[src/include/dcc_pkg.sv]
// package: register map, field layout and carriers of the dma address/size counters
`default_nettype none
package dcc_pkg;
  // ----------------------------------------------------------------
  // sfr addresses
  // ----------------------------------------------------------------
  localparam logic [7:0] ADDR_CTRL     = 8'hC9;
  localparam logic [7:0] ADDR_SEL      = 8'hCA;
  localparam logic [7:0] ADDR_BASE_HI  = 8'hCB;
  localparam logic [7:0] ADDR_BASE_LO  = 8'hCC;
  localparam logic [7:0] ADDR_OFF_HI   = 8'hCD;
  localparam logic [7:0] ADDR_OFF_LO   = 8'hCE;
  localparam logic [7:0] ADDR_SIZE_HI  = 8'hCF;
  localparam logic [7:0] ADDR_SIZE_LO  = 8'hD0;
  // ----------------------------------------------------------------
  // field layout and reset values
  // ----------------------------------------------------------------
  localparam int         CNT_W         = 10;
  localparam int         BASE_HI_W     = 4;
  localparam int         RAM_ADDR_W    = 12;
  localparam int         CHAN_W        = 4;
  localparam int         CTRL_FULL_LENGTH_IRQ_ENABLE_BIT = 7;
  localparam logic [7:0] RST_BYTE      = 8'h00;
  localparam logic [9:0] RST_CNT       = 10'h000;
  localparam logic [3:0] RST_BASE_HI   = 4'h0;
  localparam int         FIFO_DEPTH    = 16;
  // ----------------------------------------------------------------
  // carriers
  // ----------------------------------------------------------------
  typedef struct packed {
    logic [CHAN_W-1:0] chan;
    logic [7:0]        data;
  } dcc_byte_t;
  typedef struct packed {
    logic [RAM_ADDR_W-1:0] addr;
    logic [7:0]            data;
  } dcc_ram_req_t;
endpackage
`default_nettype wire

[src/hw/dcc_top.sv]
// module: per-channel base, offset counter and size bookkeeping of the byte dma engine
`timescale 1ns/1ps
`default_nettype none
module dcc_top #(
  parameter int NUM_CHAN = 8
) (
  input  wire logic                          ref_clk_i,
  input  wire logic                          rst_i,
  input  wire logic                          ce_i,
  input  wire logic [7:0]                    sfr_addr_i,
  input  wire logic                          sfr_wr_i,
  input  wire logic                          sfr_rd_i,
  input  wire logic [7:0]                    sfr_wdata_i,
  output logic [7:0]                         sfr_rdata_o,
  input  wire logic                          byte_valid_i,
  output logic                               byte_ready_o,
  input  wire dcc_pkg::dcc_byte_t            byte_i,
  output logic                               ram_valid_o,
  input  wire logic                          ram_ready_i,
  output dcc_pkg::dcc_ram_req_t              ram_req_o,
  output logic [NUM_CHAN-1:0]                full_irq_o
);
  import dcc_pkg::*;

  initial
  begin
    if (NUM_CHAN < 2 || NUM_CHAN > (1 << CHAN_W))
      $error("dcc_top: NUM_CHAN must be 2..16");
  end

  // ----------------------------------------------------------------
  // state
  // ----------------------------------------------------------------
  logic [7:0]           base_lo_reg [NUM_CHAN];
  logic [BASE_HI_W-1:0] base_hi_reg [NUM_CHAN];
  logic [CNT_W-1:0]     off_reg     [NUM_CHAN];
  logic [CNT_W-1:0]     size_reg    [NUM_CHAN];
  logic [7:0]           ctrl_reg    [NUM_CHAN];
  logic [CHAN_W-1:0]    sel_reg;
  logic                 ram_valid_reg;
  dcc_ram_req_t         ram_req_reg;
  logic [CHAN_W-1:0]    ram_chan_reg;
  logic [NUM_CHAN-1:0]  irq_reg;

  // ram address of a channel from its base and running offset
  function automatic logic [RAM_ADDR_W-1:0] ram_addr(input logic [7:0] lo,
                                                     input logic [BASE_HI_W-1:0] hi,
                                                     input logic [CNT_W-1:0] off);
    ram_addr = {hi, lo} + {2'b00, off};
  endfunction

  // channel index, forced to 0 when out of range so it cannot index past the arrays
  function automatic int unsigned chan_idx(input logic [CHAN_W-1:0] c);
    chan_idx = (int'(c) < NUM_CHAN) ? int'(c) : 0;
  endfunction

  // ----------------------------------------------------------------
  // byte path
  // ----------------------------------------------------------------
  dcc_byte_t fifo_out;
  logic      fifo_valid;
  logic      fifo_pop;
  logic      moved;
  logic      sel_ok;

  // load only into an empty output stage so the offset used is never stale
  assign fifo_pop = !ram_valid_reg;
  assign moved    = ram_valid_reg && ram_ready_i;
  assign sel_ok   = int'(sel_reg) < NUM_CHAN;

  dcc_fifo #(
    .WIDTH ($bits(dcc_byte_t)),
    .DEPTH (FIFO_DEPTH)
  ) u_fifo (
    .ref_clk_i   (ref_clk_i),
    .rst_i       (rst_i),
    .ce_i        (ce_i),
    .in_valid_i  (byte_valid_i),
    .in_ready_o  (byte_ready_o),
    .in_data_i   (byte_i),
    .out_valid_o (fifo_valid),
    .out_ready_i (fifo_pop),
    .out_data_o  (fifo_out)
  );

  // output stage toward the data ram
  always_ff @(posedge ref_clk_i or posedge rst_i)
  begin
    if (rst_i)
    begin
      ram_valid_reg <= 1'b0;
      ram_req_reg   <= '0;
      ram_chan_reg  <= '0;
    end
    else if (ce_i)
    begin
      if (moved)
        ram_valid_reg <= 1'b0;
      else if (fifo_valid && fifo_pop)
      begin
        ram_valid_reg    <= 1'b1;
        ram_chan_reg     <= fifo_out.chan;
        ram_req_reg.data <= fifo_out.data;
        ram_req_reg.addr <= ram_addr(base_lo_reg[chan_idx(fifo_out.chan)],
                                     base_hi_reg[chan_idx(fifo_out.chan)],
                                     off_reg[chan_idx(fifo_out.chan)]);
      end
    end
  end

  assign ram_valid_o = ram_valid_reg;
  assign ram_req_o   = ram_req_reg;

  // ----------------------------------------------------------------
  // per-channel registers
  // ----------------------------------------------------------------
  // channel select
  always_ff @(posedge ref_clk_i or posedge rst_i)
  begin
    if (rst_i)
      sel_reg <= '0;
    else if (ce_i && sfr_wr_i && sfr_addr_i == ADDR_SEL)
      sel_reg <= sfr_wdata_i[CHAN_W-1:0];
  end

  // base, size and control: written only through the selected channel
  always_ff @(posedge ref_clk_i or posedge rst_i)
  begin
    if (rst_i)
    begin
      for (int i = 0; i < NUM_CHAN; i++)
      begin
        base_lo_reg[i] <= RST_BYTE;
        base_hi_reg[i] <= RST_BASE_HI;
        size_reg[i]    <= RST_CNT;
        ctrl_reg[i]    <= RST_BYTE;
      end
    end
    else if (ce_i && sfr_wr_i && sel_ok)
    begin
      case (sfr_addr_i)
        ADDR_BASE_LO: base_lo_reg[chan_idx(sel_reg)] <= sfr_wdata_i;
        ADDR_BASE_HI: base_hi_reg[chan_idx(sel_reg)] <= sfr_wdata_i[BASE_HI_W-1:0];
        ADDR_SIZE_HI: size_reg[chan_idx(sel_reg)][9:8] <= sfr_wdata_i[1:0];
        ADDR_SIZE_LO: size_reg[chan_idx(sel_reg)][7:0] <= sfr_wdata_i;
        ADDR_CTRL:    ctrl_reg[chan_idx(sel_reg)]      <= sfr_wdata_i;
        default:      ;
      endcase
    end
  end

  // offset counters: a cpu offset write to the selected channel beats a same-cycle increment
  always_ff @(posedge ref_clk_i or posedge rst_i)
  begin
    if (rst_i)
    begin
      for (int i = 0; i < NUM_CHAN; i++)
        off_reg[i] <= RST_CNT;
    end
    else if (ce_i)
    begin
      for (int i = 0; i < NUM_CHAN; i++)
      begin
        if (sfr_wr_i && sel_ok && i == int'(sel_reg) && sfr_addr_i == ADDR_OFF_HI)
          off_reg[i][9:8] <= sfr_wdata_i[1:0];
        else if (sfr_wr_i && sel_ok && i == int'(sel_reg) && sfr_addr_i == ADDR_OFF_LO)
          off_reg[i][7:0] <= sfr_wdata_i;
        else if (moved && i == int'(ram_chan_reg))
          off_reg[i] <= off_reg[i] + 1'b1;
      end
    end
  end

  // full-length event, one pulse per channel, gated by its enable
  always_ff @(posedge ref_clk_i or posedge rst_i)
  begin
    if (rst_i)
      irq_reg <= '0;
    else if (ce_i)
    begin
      for (int i = 0; i < NUM_CHAN; i++)
        irq_reg[i] <= moved && i == int'(ram_chan_reg)
                      && (off_reg[i] + 1'b1) == size_reg[i]
                      && ctrl_reg[i][CTRL_FULL_LENGTH_IRQ_ENABLE_BIT];
    end
  end

  assign full_irq_o = irq_reg;

  // ----------------------------------------------------------------
  // read-back
  // ----------------------------------------------------------------
  logic [7:0] rd_mux;
  always_comb
  begin
    rd_mux = 8'h00;
    case (sfr_addr_i)
      ADDR_SEL:     rd_mux = {{(8-CHAN_W){1'b0}}, sel_reg};
      ADDR_BASE_LO: rd_mux = base_lo_reg[chan_idx(sel_reg)];
      ADDR_BASE_HI: rd_mux = {4'h0, base_hi_reg[chan_idx(sel_reg)]};
      ADDR_OFF_HI:  rd_mux = {6'h00, off_reg[chan_idx(sel_reg)][9:8]};
      ADDR_OFF_LO:  rd_mux = off_reg[chan_idx(sel_reg)][7:0];
      ADDR_SIZE_HI: rd_mux = {6'h00, size_reg[chan_idx(sel_reg)][9:8]};
      ADDR_SIZE_LO: rd_mux = size_reg[chan_idx(sel_reg)][7:0];
      ADDR_CTRL:    rd_mux = ctrl_reg[chan_idx(sel_reg)];
      default:      rd_mux = 8'h00;
    endcase
    if (sfr_addr_i != ADDR_SEL && !sel_ok)
      rd_mux = 8'h00;
  end

  // read data registered, valid the cycle after the strobe
  always_ff @(posedge ref_clk_i or posedge rst_i)
  begin
    if (rst_i)
      sfr_rdata_o <= RST_BYTE;
    else if (ce_i && sfr_rd_i)
      sfr_rdata_o <= rd_mux;
  end

  // ----------------------------------------------------------------
  // checks
  // ----------------------------------------------------------------
  chk_off_hi_zero : assert property (@(posedge ref_clk_i) disable iff (rst_i)
    ce_i && sfr_rd_i && sfr_addr_i == ADDR_OFF_HI |=> sfr_rdata_o[7:2] == 6'h00)
    else $error("offset high unused bits not zero");
  chk_size_hi_zero : assert property (@(posedge ref_clk_i) disable iff (rst_i)
    ce_i && sfr_rd_i && sfr_addr_i == ADDR_SIZE_HI |=> sfr_rdata_o[7:2] == 6'h00)
    else $error("size high unused bits not zero");
  chk_off_increment : assert property (@(posedge ref_clk_i) disable iff (rst_i)
    ce_i && moved && !sfr_wr_i |=>
      off_reg[chan_idx(ram_chan_reg)] == $past(off_reg[chan_idx(ram_chan_reg)]) + 1'b1)
    else $error("offset did not advance after a moved byte");
  chk_off_lo_write : assert property (@(posedge ref_clk_i) disable iff (rst_i)
    ce_i && sfr_wr_i && sel_ok && sfr_addr_i == ADDR_OFF_LO |=>
      off_reg[chan_idx($past(sel_reg))][7:0] == $past(sfr_wdata_i))
    else $error("offset low write lost");
  chk_base_lo_read : assert property (@(posedge ref_clk_i) disable iff (rst_i)
    ce_i && sfr_rd_i && sel_ok && sfr_addr_i == ADDR_BASE_LO |=>
      sfr_rdata_o == base_lo_reg[chan_idx($past(sel_reg))])
    else $error("base low read mismatch");
  chk_addr_sum : assert property (@(posedge ref_clk_i) disable iff (rst_i)
    ce_i && !ram_valid_reg && fifo_valid |=> ram_valid_reg && ram_req_reg.addr ==
      ram_addr($past(base_lo_reg[chan_idx(fifo_out.chan)]),
               $past(base_hi_reg[chan_idx(fifo_out.chan)]),
               $past(off_reg[chan_idx(fifo_out.chan)])))
    else $error("ram address is not base plus offset");
  chk_irq_cause : assert property (@(posedge ref_clk_i) disable iff (rst_i)
    |full_irq_o |-> $past(moved) && full_irq_o[chan_idx(ram_chan_reg)]
      && off_reg[chan_idx(ram_chan_reg)] == size_reg[chan_idx(ram_chan_reg)])
    else $error("full-length pulse without offset reaching size");
  chk_irq_enable : assert property (@(posedge ref_clk_i) disable iff (rst_i)
    |full_irq_o |-> $past(ctrl_reg[chan_idx(ram_chan_reg)][CTRL_FULL_LENGTH_IRQ_ENABLE_BIT]))
    else $error("full-length pulse while disabled");
  chk_size_hi_write : assert property (@(posedge ref_clk_i) disable iff (rst_i)
    ce_i && sfr_wr_i && sel_ok && sfr_addr_i == ADDR_SIZE_HI |=>
      size_reg[chan_idx($past(sel_reg))][9:8] == $past(sfr_wdata_i[1:0]))
    else $error("size high write lost");
  chk_sel_write : assert property (@(posedge ref_clk_i) disable iff (rst_i)
    ce_i && sfr_wr_i && sfr_addr_i == ADDR_SEL |=> sel_reg == $past(sfr_wdata_i[CHAN_W-1:0]))
    else $error("channel select not taken");
  chk_base_hi_write : assert property (@(posedge ref_clk_i) disable iff (rst_i)
    ce_i && sfr_wr_i && sel_ok && sfr_addr_i == ADDR_BASE_HI |=>
      base_hi_reg[chan_idx($past(sel_reg))] == $past(sfr_wdata_i[3:0]))
    else $error("base high write lost");
endmodule
`default_nettype wire

[src/hw/dcc_fifo.sv]
// module: parameterised valid/ready fifo for the byte path
`timescale 1ns/1ps
`default_nettype none
module dcc_fifo #(
  parameter int WIDTH = 12,
  parameter int DEPTH = 16
) (
  input  wire logic             ref_clk_i,
  input  wire logic             rst_i,
  input  wire logic             ce_i,
  input  wire logic             in_valid_i,
  output logic                  in_ready_o,
  input  wire logic [WIDTH-1:0] in_data_i,
  output logic                  out_valid_o,
  input  wire logic             out_ready_i,
  output logic [WIDTH-1:0]      out_data_o
);
  localparam int AW = $clog2(DEPTH);
  initial
  begin
    if (DEPTH < 2 || (1 << AW) != DEPTH || WIDTH < 1)
      $error("dcc_fifo: DEPTH must be a power of two >= 2");
  end
  logic [WIDTH-1:0] mem [DEPTH];
  logic [AW:0]      wr_ptr_reg;
  logic [AW:0]      rd_ptr_reg;
  logic             push;
  logic             pop;
  logic [AW:0]      fill_cnt;
  // full when pointers differ only in the wrap bit
  assign in_ready_o  = (wr_ptr_reg ^ rd_ptr_reg) != {1'b1, {AW{1'b0}}};
  assign out_valid_o = wr_ptr_reg != rd_ptr_reg;
  assign push        = ce_i && in_valid_i && in_ready_o;
  assign pop         = ce_i && out_valid_o && out_ready_i;
  assign out_data_o  = mem[rd_ptr_reg[AW-1:0]];
  // fill level kept at pointer width so the difference wraps with the pointers
  assign fill_cnt    = wr_ptr_reg - rd_ptr_reg;
  // storage, no reset needed since empty hides stale words
  always_ff @(posedge ref_clk_i)
  begin
    if (push)
      mem[wr_ptr_reg[AW-1:0]] <= in_data_i;
  end
  // pointers
  always_ff @(posedge ref_clk_i or posedge rst_i)
  begin
    if (rst_i)
    begin
      wr_ptr_reg <= '0;
      rd_ptr_reg <= '0;
    end
    else
    begin
      if (push)
        wr_ptr_reg <= wr_ptr_reg + 1'b1;
      if (pop)
        rd_ptr_reg <= rd_ptr_reg + 1'b1;
    end
  end
  chk_fifo_no_overrun : assert property (@(posedge ref_clk_i) disable iff (rst_i)
    fill_cnt <= DEPTH)
    else $error("fifo holds more words than its depth");
endmodule
`default_nettype wire

[config.mk]
export PLATFORM = sky130hd
export DESIGN_NAME = dcc_top
export DESIGN_NICKNAME = d
export VERILOG_FILES = /design/src/include/dcc_pkg.sv /design/src/hw/dcc_top.sv /design/src/hw/dcc_fifo.sv
export SDC_FILE = /design/constraint.sdc
export NUM_CORES = 1
export LEC_CHECK = 0
export ABC_AREA = 1
export BUFFER_PORTS_ARGS = -buffer_cell sky130_fd_sc_hd__buf_4
export CAP_MARGIN = 20
export CORE_UTILIZATION = 55
export CTS_BUF_LIST = sky130_fd_sc_hd__clkbuf_4 sky130_fd_sc_hd__clkbuf_8 sky130_fd_sc_hd__clkbuf_16
export CTS_CLUSTER_DIAMETER = 60
export DETAILED_ROUTE_END_ITERATION = 7
export MAX_ROUTING_LAYER = met4
export PLACE_DENSITY_LB_ADDON = 0.1
export SLEW_MARGIN = 30
export SYNTH_ARGS = -nofsm -noshare
export SYNTH_HDL_FRONTEND = slang
export SYNTH_SLANG_ARGS = --single-unit
[constraint.sdc]
create_clock -name ref_clk_i -period 17.85 [get_ports ref_clk_i]
set_input_delay 3.57 -clock ref_clk_i [delete_from_list [all_inputs] [get_ports ref_clk_i]]
set_output_delay 3.57 -clock ref_clk_i [all_outputs]
set_load 0.01 [all_outputs]
==> impl_metrics.tcl, run 1 <==
set metrics [dict create \
    antenna_found_initial 0 \
    drv_slew 0 \
    chipWidth_um 235.7 \
    critical_path_class "reg -> reg" \
    clock_tree.buffer_depth 3 \
    vias_per_cell 6.293 \
    total_switching_power_mw 2.512 \
    clock_insertion_delay_worst_skew_ns 0.63 \
    clock_transition_at_the_registers_of_the_reported_paths_ns 0.06 \
    worstPathArrival_ns 7.21 \
    cts.sink_count 567 \
    cts_resized 0 \
    largest_register_ff_count 192 \
    final_skew_ns 0.02224 \
    outcome "completed" \
    die_ht_um 235.7 \
    dr_vias 27380 \
    synth_nets 3677 \
    summed_instance_area_of_the_synthesized_netlist_mm2 0.03004 \
    fp.coreArea_mm2 0.05392 \
    antenna_cells 0 \
    fillers 4674 \
    cts-root-buf "sky130_fd_sc_hd__clkbuf_16" \
    finalHoldWorstSlack_ns 0.4785 \
    p_int_mw 3.052 \
    synth_top_flop_cell "sky130_fd_sc_hd__dfrtp_1" \
    critPathCaptureType "flip-flop" \
    tritoncts_clock_tree "done" \
    placement_rows 85 \
    cp_slowest_stage_delay_ns 0.72 \
    post-route-drc-count 0 \
    cts_post_setup_buffers_inserted 0 \
    worst_r2r_setup_slack_ns 11.18 \
    worst-endpoint-required_ns 18.39 \
    synthesized_netlist_cell_count 3618 \
    power.static_leakage_nw 13.76 \
    pwr_density_cell_mw_per_mm2 167.6 \
    synth_area_per_cell_um2 8.302 \
    cts_htree_levels 3 \
    synth_edf_count 192 \
    grt_first_pass_wirelength_mm 160.1 \
    synth-seq-area-share_pct 50.44 \
    clock_power_share_pct 25.2 \
    routedWlPerCell_um 24.38 \
    grt_setup_unrepaired "no" \
    finish.net_count 3661 \
    yosysWarnings 0 \
    utilization_pct 61.56 \
    post_synth_main_area_contributors "sky130_fd_sc_hd__dfrtp_1 (31%), sky130_fd_sc_hd__edfxtp_1 (19%), sky130_fd_sc_hd__nand2_1 (11%)" \
    io-pin-count 73 \
    floorplan.initialDensity_pct 55.71 \
    drt_pre_antenna_iters 6 \
    die_area_mm2 0.05555 \
    cp_max_fo 88 \
    gp_weighted_congestion 1.022 \
    finalSetupTns_ns 0 \
    min_period_over_period_pct 37.34 \
    ir_drop_uv 171.2 \
    p_sw_share_pct 45.14 \
    postSynth.asyncResetShare_pct 66.14 \
    finalWorstPathRequiredPeriod_ns 6.666 \
    final_layout_size_suffix_gt1_share_pct 8.673 \
    route.antenna.remaining_nets 0 \
    grt_max_degree 143 \
    grt_pass1_vias 25240 \
    cts_buffers 68 \
    critPathMostFrequentCell "sky130_fd_sc_hd__nand2_1" \
    critical_path_startpoint_category "flip-flop" \
    maximum_capacitance_violations 0 \
    setup_viol_count_final 0 \
    worst_hold_path_type "reg -> reg" \
    yosys_register_bits 567 \
    yosysUniqueCellTypes 65 \
    pwr-share-seq_pct 29.5 \
    fmaxAchievable_mhz 150.0 \
    netlist.top_cell.by_area "sky130_fd_sc_hd__dfrtp_1" \
    power.share.combinational_pct 45.3 \
    count_of_final_hold_check_violations 0 \
    timing.max_slew.rel_slack_pct 24.74 \
    detail_route.iter0.violations 3488 \
    cts_hold_buffers 0 \
    crit_path_top_delay_cell "sky130_fd_sc_hd__buf_4" \
    grtUsageTotal_pct 39.45 \
    yosysTopAreaCellShare_pct 31.24 \
    port_buffers 72 \
    worst_slew_pin_slew_ns 1.120 \
    routed_wirelength_mm 106.1 \
    syn2layout_area_growth_pct 10.51 \
    hpwlAfterDp_mm 71.23 \
    gr-total-overflow 0 \
]
-- kinds of logic (layout without fill, tap and decap cells) --
group	Yosys count	after routing	synth area share, %
flip-flops	567	567	50.44
AO/OA/AOI/OAI	1075	1075	20.49
adder cells (fa/ha/maj)	24	24	1.025
AND/OR/NAND/NOR	1356	1356	18.67
XOR/XNOR	79	79	2.303
buffers and inverters	517	554	7.077
-- Yosys cell counts (12+ instances only) --
| library cell | n |
|---|---|
| sky130_fd_sc_hd__nor4_1 | 14 |
| sky130_fd_sc_hd__clkbuf_1 | 128 |
| sky130_fd_sc_hd__nand3_1 | 128 |
| sky130_fd_sc_hd__buf_4 | 13 |
| sky130_fd_sc_hd__o21ai_1 | 59 |
| sky130_fd_sc_hd__o221ai_1 | 22 |
| sky130_fd_sc_hd__edfxtp_1 | 192 |
| sky130_fd_sc_hd__nand4_1 | 23 |
| sky130_fd_sc_hd__nor3_1 | 23 |
| sky130_fd_sc_hd__a21oi_1 | 146 |
| sky130_fd_sc_hd__a32oi_1 | 12 |
| sky130_fd_sc_hd__a221oi_1 | 18 |
| sky130_fd_sc_hd__ha_1 | 23 |
| sky130_fd_sc_hd__o211ai_1 | 109 |
| sky130_fd_sc_hd__inv_2 | 12 |
| sky130_fd_sc_hd__o21ai_0 | 609 |
| sky130_fd_sc_hd__nor2_1 | 268 |
| sky130_fd_sc_hd__o22ai_1 | 38 |
| sky130_fd_sc_hd__nand2_1 | 858 |
| sky130_fd_sc_hd__inv_1 | 295 |
| sky130_fd_sc_hd__xor2_1 | 69 |
| sky130_fd_sc_hd__dfrtp_1 | 375 |
| sky130_fd_sc_hd__buf_2 | 40 |
-- final timing paths --
check | startpoint | to | cells after the start
worst max-delay path | u_fifo.rd_ptr_reg[0] | ram_req_o[16] | 29
worst min-delay path | sfr_rdata_o[3] | sfr_rdata_o[3] | 2
worst max register to register | u_fifo.rd_ptr_reg[0] | ram_req_o[16] | 29
worst min register to register | sfr_rdata_o[3] | sfr_rdata_o[3] | 2
max in group asynchronous | rst_i | base_lo_reg[28] | 4
min in group asynchronous | rst_i | full_irq_o[3] | 2
-- final cells by class --
cell class	count	area, um^2	area share (%)
flip-flops and latches	567	15150	45.64
multi-input cells	2534	12820	38.62
clock buffers	93	1963	5.914
inverters	313	1187	3.577
repair buffers	118	909.6	2.740
well taps	696	870.8	2.623
clock inverters	30	291.5	0.8782
-- power groups by stage --
stage | logic (mW) | registers [mW] | clock network [mW]
after floorplan | 1.75 | 1.60 | 0
after global placement | 2.41 | 1.65 | 0
after detailed placement | 2.43 | 1.65 | 0
after CTS | 2.45 | 1.63 | 1.41
after global routing | 2.75 | 1.65 | 1.46
final | 2.52 | 1.64 | 1.40
-- per-layer routing --
metal	vias to the layer above	part of all wire, %	GRT usage, %
li1	12320	-	-
met1	13120	41	53.67
met2	1626	44	57.51
met3	317	10	7.270
met4	0	5.3	17.92
met5	-	0	-
-- through the flow --
step	instance area, um^2	setup WS, ns	instances	total power, mW
2_1_floorplan	30040	3.864	3618	3.345
3_3_place_gp	30910	11.39	4228	4.059
3_5_place_dp	30920	11.34	4228	4.085
4_1_cts	33170	11.32	4351	5.487
5_1_grt	33200	10.66	4351	5.856
6_report	33200	11.18	4351	5.564
-- placed cells by master (no fill, tap or decap), drive strengths merged, types with 110 or more instances in the layout --
master	synthesis	layout
nand2	864	864
o21ai	672	672
dfrtp	375	375
inv	308	313
nor2	289	289
edfxtp	192	192
a21oi	146	146
nand3	131	131
buf	75	118
o211ai	110	110
-- critical path: cells and delay by family, from the launching register on --
kind | cells | cell delay, ns
DFF | 1 | 0.57
AOI/OAI and AO/OA | 6 | 0.98
and+or+nand+nor | 15 | 1.86
adders and majority gates | 2 | 0.68
buffers and inverters | 6 | 2.40
No activity file was read; power rests on OpenSTA's default activity.
==> run 2: changes to the inputs <==
Clock period 17.85 ns to 6.7 ns, I/O delays scaled along.
==> run 2 against run 1 <==
  * Register-to-register slack worse by 10 ns
  * Sequential power increased to 2.7 times the previous value
  * Critical endpoint unchanged
  * Sequential cell count unchanged
==> impl_metrics.tcl, run 2 (same netlist as run 1, synthesis figures left out) <==
set metrics [dict create \
    chipWidth_um 235.7 \
    finalSetupTns_ns 0 \
    floorplan.initialDensity_pct 55.71 \
    finalWorstPathRequiredPeriod_ns 5.762 \
    hpwlAfterDp_mm 72.66 \
    utilization_pct 61.91 \
    critical_path_startpoint_category "flip-flop" \
    worstPathArrival_ns 6.31 \
    timing.max_slew.rel_slack_pct 28.64 \
    grt_pass1_vias 25610 \
    gp_weighted_congestion 1.025 \
    grtUsageTotal_pct 39.41 \
    power.static_leakage_nw 13.81 \
    worst-r2r-cell-count 26 \
    vias_per_cell 6.289 \
    syn2layout_area_growth_pct 11.13 \
    leading_cell_type_in_the_layout_fill_and_taps_excluded "sky130_fd_sc_hd__nand2_1" \
    routed_wirelength_mm 106.4 \
    finish.net_count 3661 \
    clock_transition_at_the_registers_of_the_reported_paths_ns 0.06 \
    placed_cells 4229 \
    tritoncts_clock_tree "done" \
    post-route-drc-count 0 \
    cts_buffers 66 \
    io-pin-count 73 \
    seq_area_mm2 0.01515 \
    fillers 4708 \
    worst_hold_path.num_cells 2 \
    drv_slew 0 \
    fmaxAchievable_mhz 173.6 \
    final_skew_ns 0.04002 \
    multi_input_comb_area_mm2 0.01285 \
    dr_vias 27360 \
    clock_tree.buffer_depth 3 \
    largest_register_ff_count 192 \
    final_layout_size_suffix_gt1_share_pct 8.705 \
    maximum_capacitance_violations 0 \
    route.antenna.remaining_nets 0 \
    gr-total-overflow 0 \
    worst_slew_pin_slew_ns 1.059 \
    setup_viol_count_final 0 \
    count_of_final_hold_check_violations 0 \
    clock_insertion_delay_worst_skew_ns 0.64 \
    fp.coreArea_mm2 0.05392 \
    grt_first_pass_wirelength_mm 159.5 \
    cts-root-buf "sky130_fd_sc_hd__clkbuf_16" \
    cts_resized 0 \
    placement_rows 85 \
    drt_pre_antenna_iters 6 \
    mostFrequentLayoutCells "sky130_fd_sc_hd__nand2_1 (858), sky130_fd_sc_hd__o21ai_0 (609), sky130_fd_sc_hd__dfrtp_1 (374)" \
    ir_drop_uv 388.1 \
    cts.sink_count 567 \
    cts_post_setup_buffers_inserted 0 \
    final_std_cells_w_o_fill 4350 \
    outcome "completed" \
    min_period_over_period_pct 85.99 \
    antenna_found_initial 2 \
    grt_max_degree 172 \
    worst_hold_path_type "reg -> reg" \
    critical_path_class "reg -> reg" \
    port_buffers 72 \
    critPathCaptureType "flip-flop" \
    cts_htree_levels 3 \
    detail_route.iter0.violations 3405 \
    worst-endpoint-required_ns 7.25 \
    grt_setup_unrepaired "no" \
    die_ht_um 235.7 \
    routedWlPerCell_um 24.46 \
    die_area_mm2 0.05555 \
    pwr_density_cell_mw_per_mm2 444.4 \
    cts_hold_buffers 0 \
    cp_max_fo 58 \
]
## run 2: cell count changes in the layout (fill, tap and decap cells not counted), sizes merged
| cell | delta |
|---|---|
| buf | +2 |
| bufinv | +6 |
| clkbuf | -9 |
| clkinv | +2 |
| clkinvlp | -2 |
| diode | +1 |
| inv | -1 |
## run 2: final timing paths
| check | from | to | slack, ns |
|---|---|---|---|
| max | u_fifo.rd_ptr_reg[1] | ram_req_o[16] | 0.94 |
| min | sfr_rdata_o[4] | sfr_rdata_o[4] | 0.48 |
| max reg2reg | u_fifo.rd_ptr_reg[1] | ram_req_o[16] | 0.94 |
| min reg2reg | sfr_rdata_o[4] | sfr_rdata_o[4] | 0.48 |
| max in group asynchronous | rst_i | base_lo_reg[33] | 4.88 |
| min in group asynchronous | rst_i | off_reg[27] | 0.83 |
## run 2: per-stage QoR
step	instance area [um^2]	setup slack [ns]	power (mW)	hold slack [ns]
4_1_cts	33310	1.069	14.65	0.4869
5_1_grt	33380	0.4175	15.61	0.5051
2_1_floorplan	30040	0.3239	8.913	0.4479
6_report	33380	0.9384	14.83	0.4837
3_5_place_dp	30970	1.120	10.78	0.4716
3_3_place_gp	30930	1.187	10.67	0.4629
## run 2: layer usage
metal	routed length [um]	up-vias	GRT usage, %
li1	-	12310	-
met1	42540	13250	52.00
met2	47560	1518	58.33
met3	10520	276	7.493
met4	5766	0	19.73
met5	0	-	-
## run 2: cell type report
class | count | area share, %
clock buffers | 84 | 5.427
flip-flops and latches | 567 | 45.39
repair buffers | 120 | 2.909
well taps | 696 | 2.609
multi-input cells | 2534 | 38.51
diodes | 1 | 0.007496
clock inverters | 35 | 1.608
inverters | 313 | 3.546
## run 2: power breakdown
part	total (mW)	switching [mW]	internal, mW
combinational	6.61	4.60	2.01
clock	3.86	1.58	2.28
sequential	4.36	0.396	3.96
## run 2: worst max-delay path, stage by stage (launching register included)
cell,delay [ns]
sky130_fd_sc_hd__dfrtp_1,0.58
sky130_fd_sc_hd__buf_4,0.40
sky130_fd_sc_hd__clkinv_1,0.30
sky130_fd_sc_hd__nand3_1,0.15
sky130_fd_sc_hd__nand3_1,0.09
sky130_fd_sc_hd__nand2_1,0.09
sky130_fd_sc_hd__nor2_2,0.07
sky130_fd_sc_hd__nor2_8,0.19
sky130_fd_sc_hd__nand2_4,0.35
sky130_fd_sc_hd__inv_2,0.79
sky130_fd_sc_hd__o21ai_0,0.17
sky130_fd_sc_hd__a21oi_1,0.14
sky130_fd_sc_hd__o21ai_0,0.10
sky130_fd_sc_hd__nand2_1,0.14
sky130_fd_sc_hd__ha_1,0.29
sky130_fd_sc_hd__inv_1,0.08
sky130_fd_sc_hd__fa_1,0.42
sky130_fd_sc_hd__o31ai_1,0.38
sky130_fd_sc_hd__nand2_1,0.10
sky130_fd_sc_hd__nand2_1,0.08
sky130_fd_sc_hd__nand2_1,0.06
sky130_fd_sc_hd__nand2_1,0.06
sky130_fd_sc_hd__nand2_1,0.06
sky130_fd_sc_hd__nand2_1,0.06
sky130_fd_sc_hd__a21oi_1,0.06
sky130_fd_sc_hd__or2_2,0.27
sky130_fd_sc_hd__a31oi_1,0.14
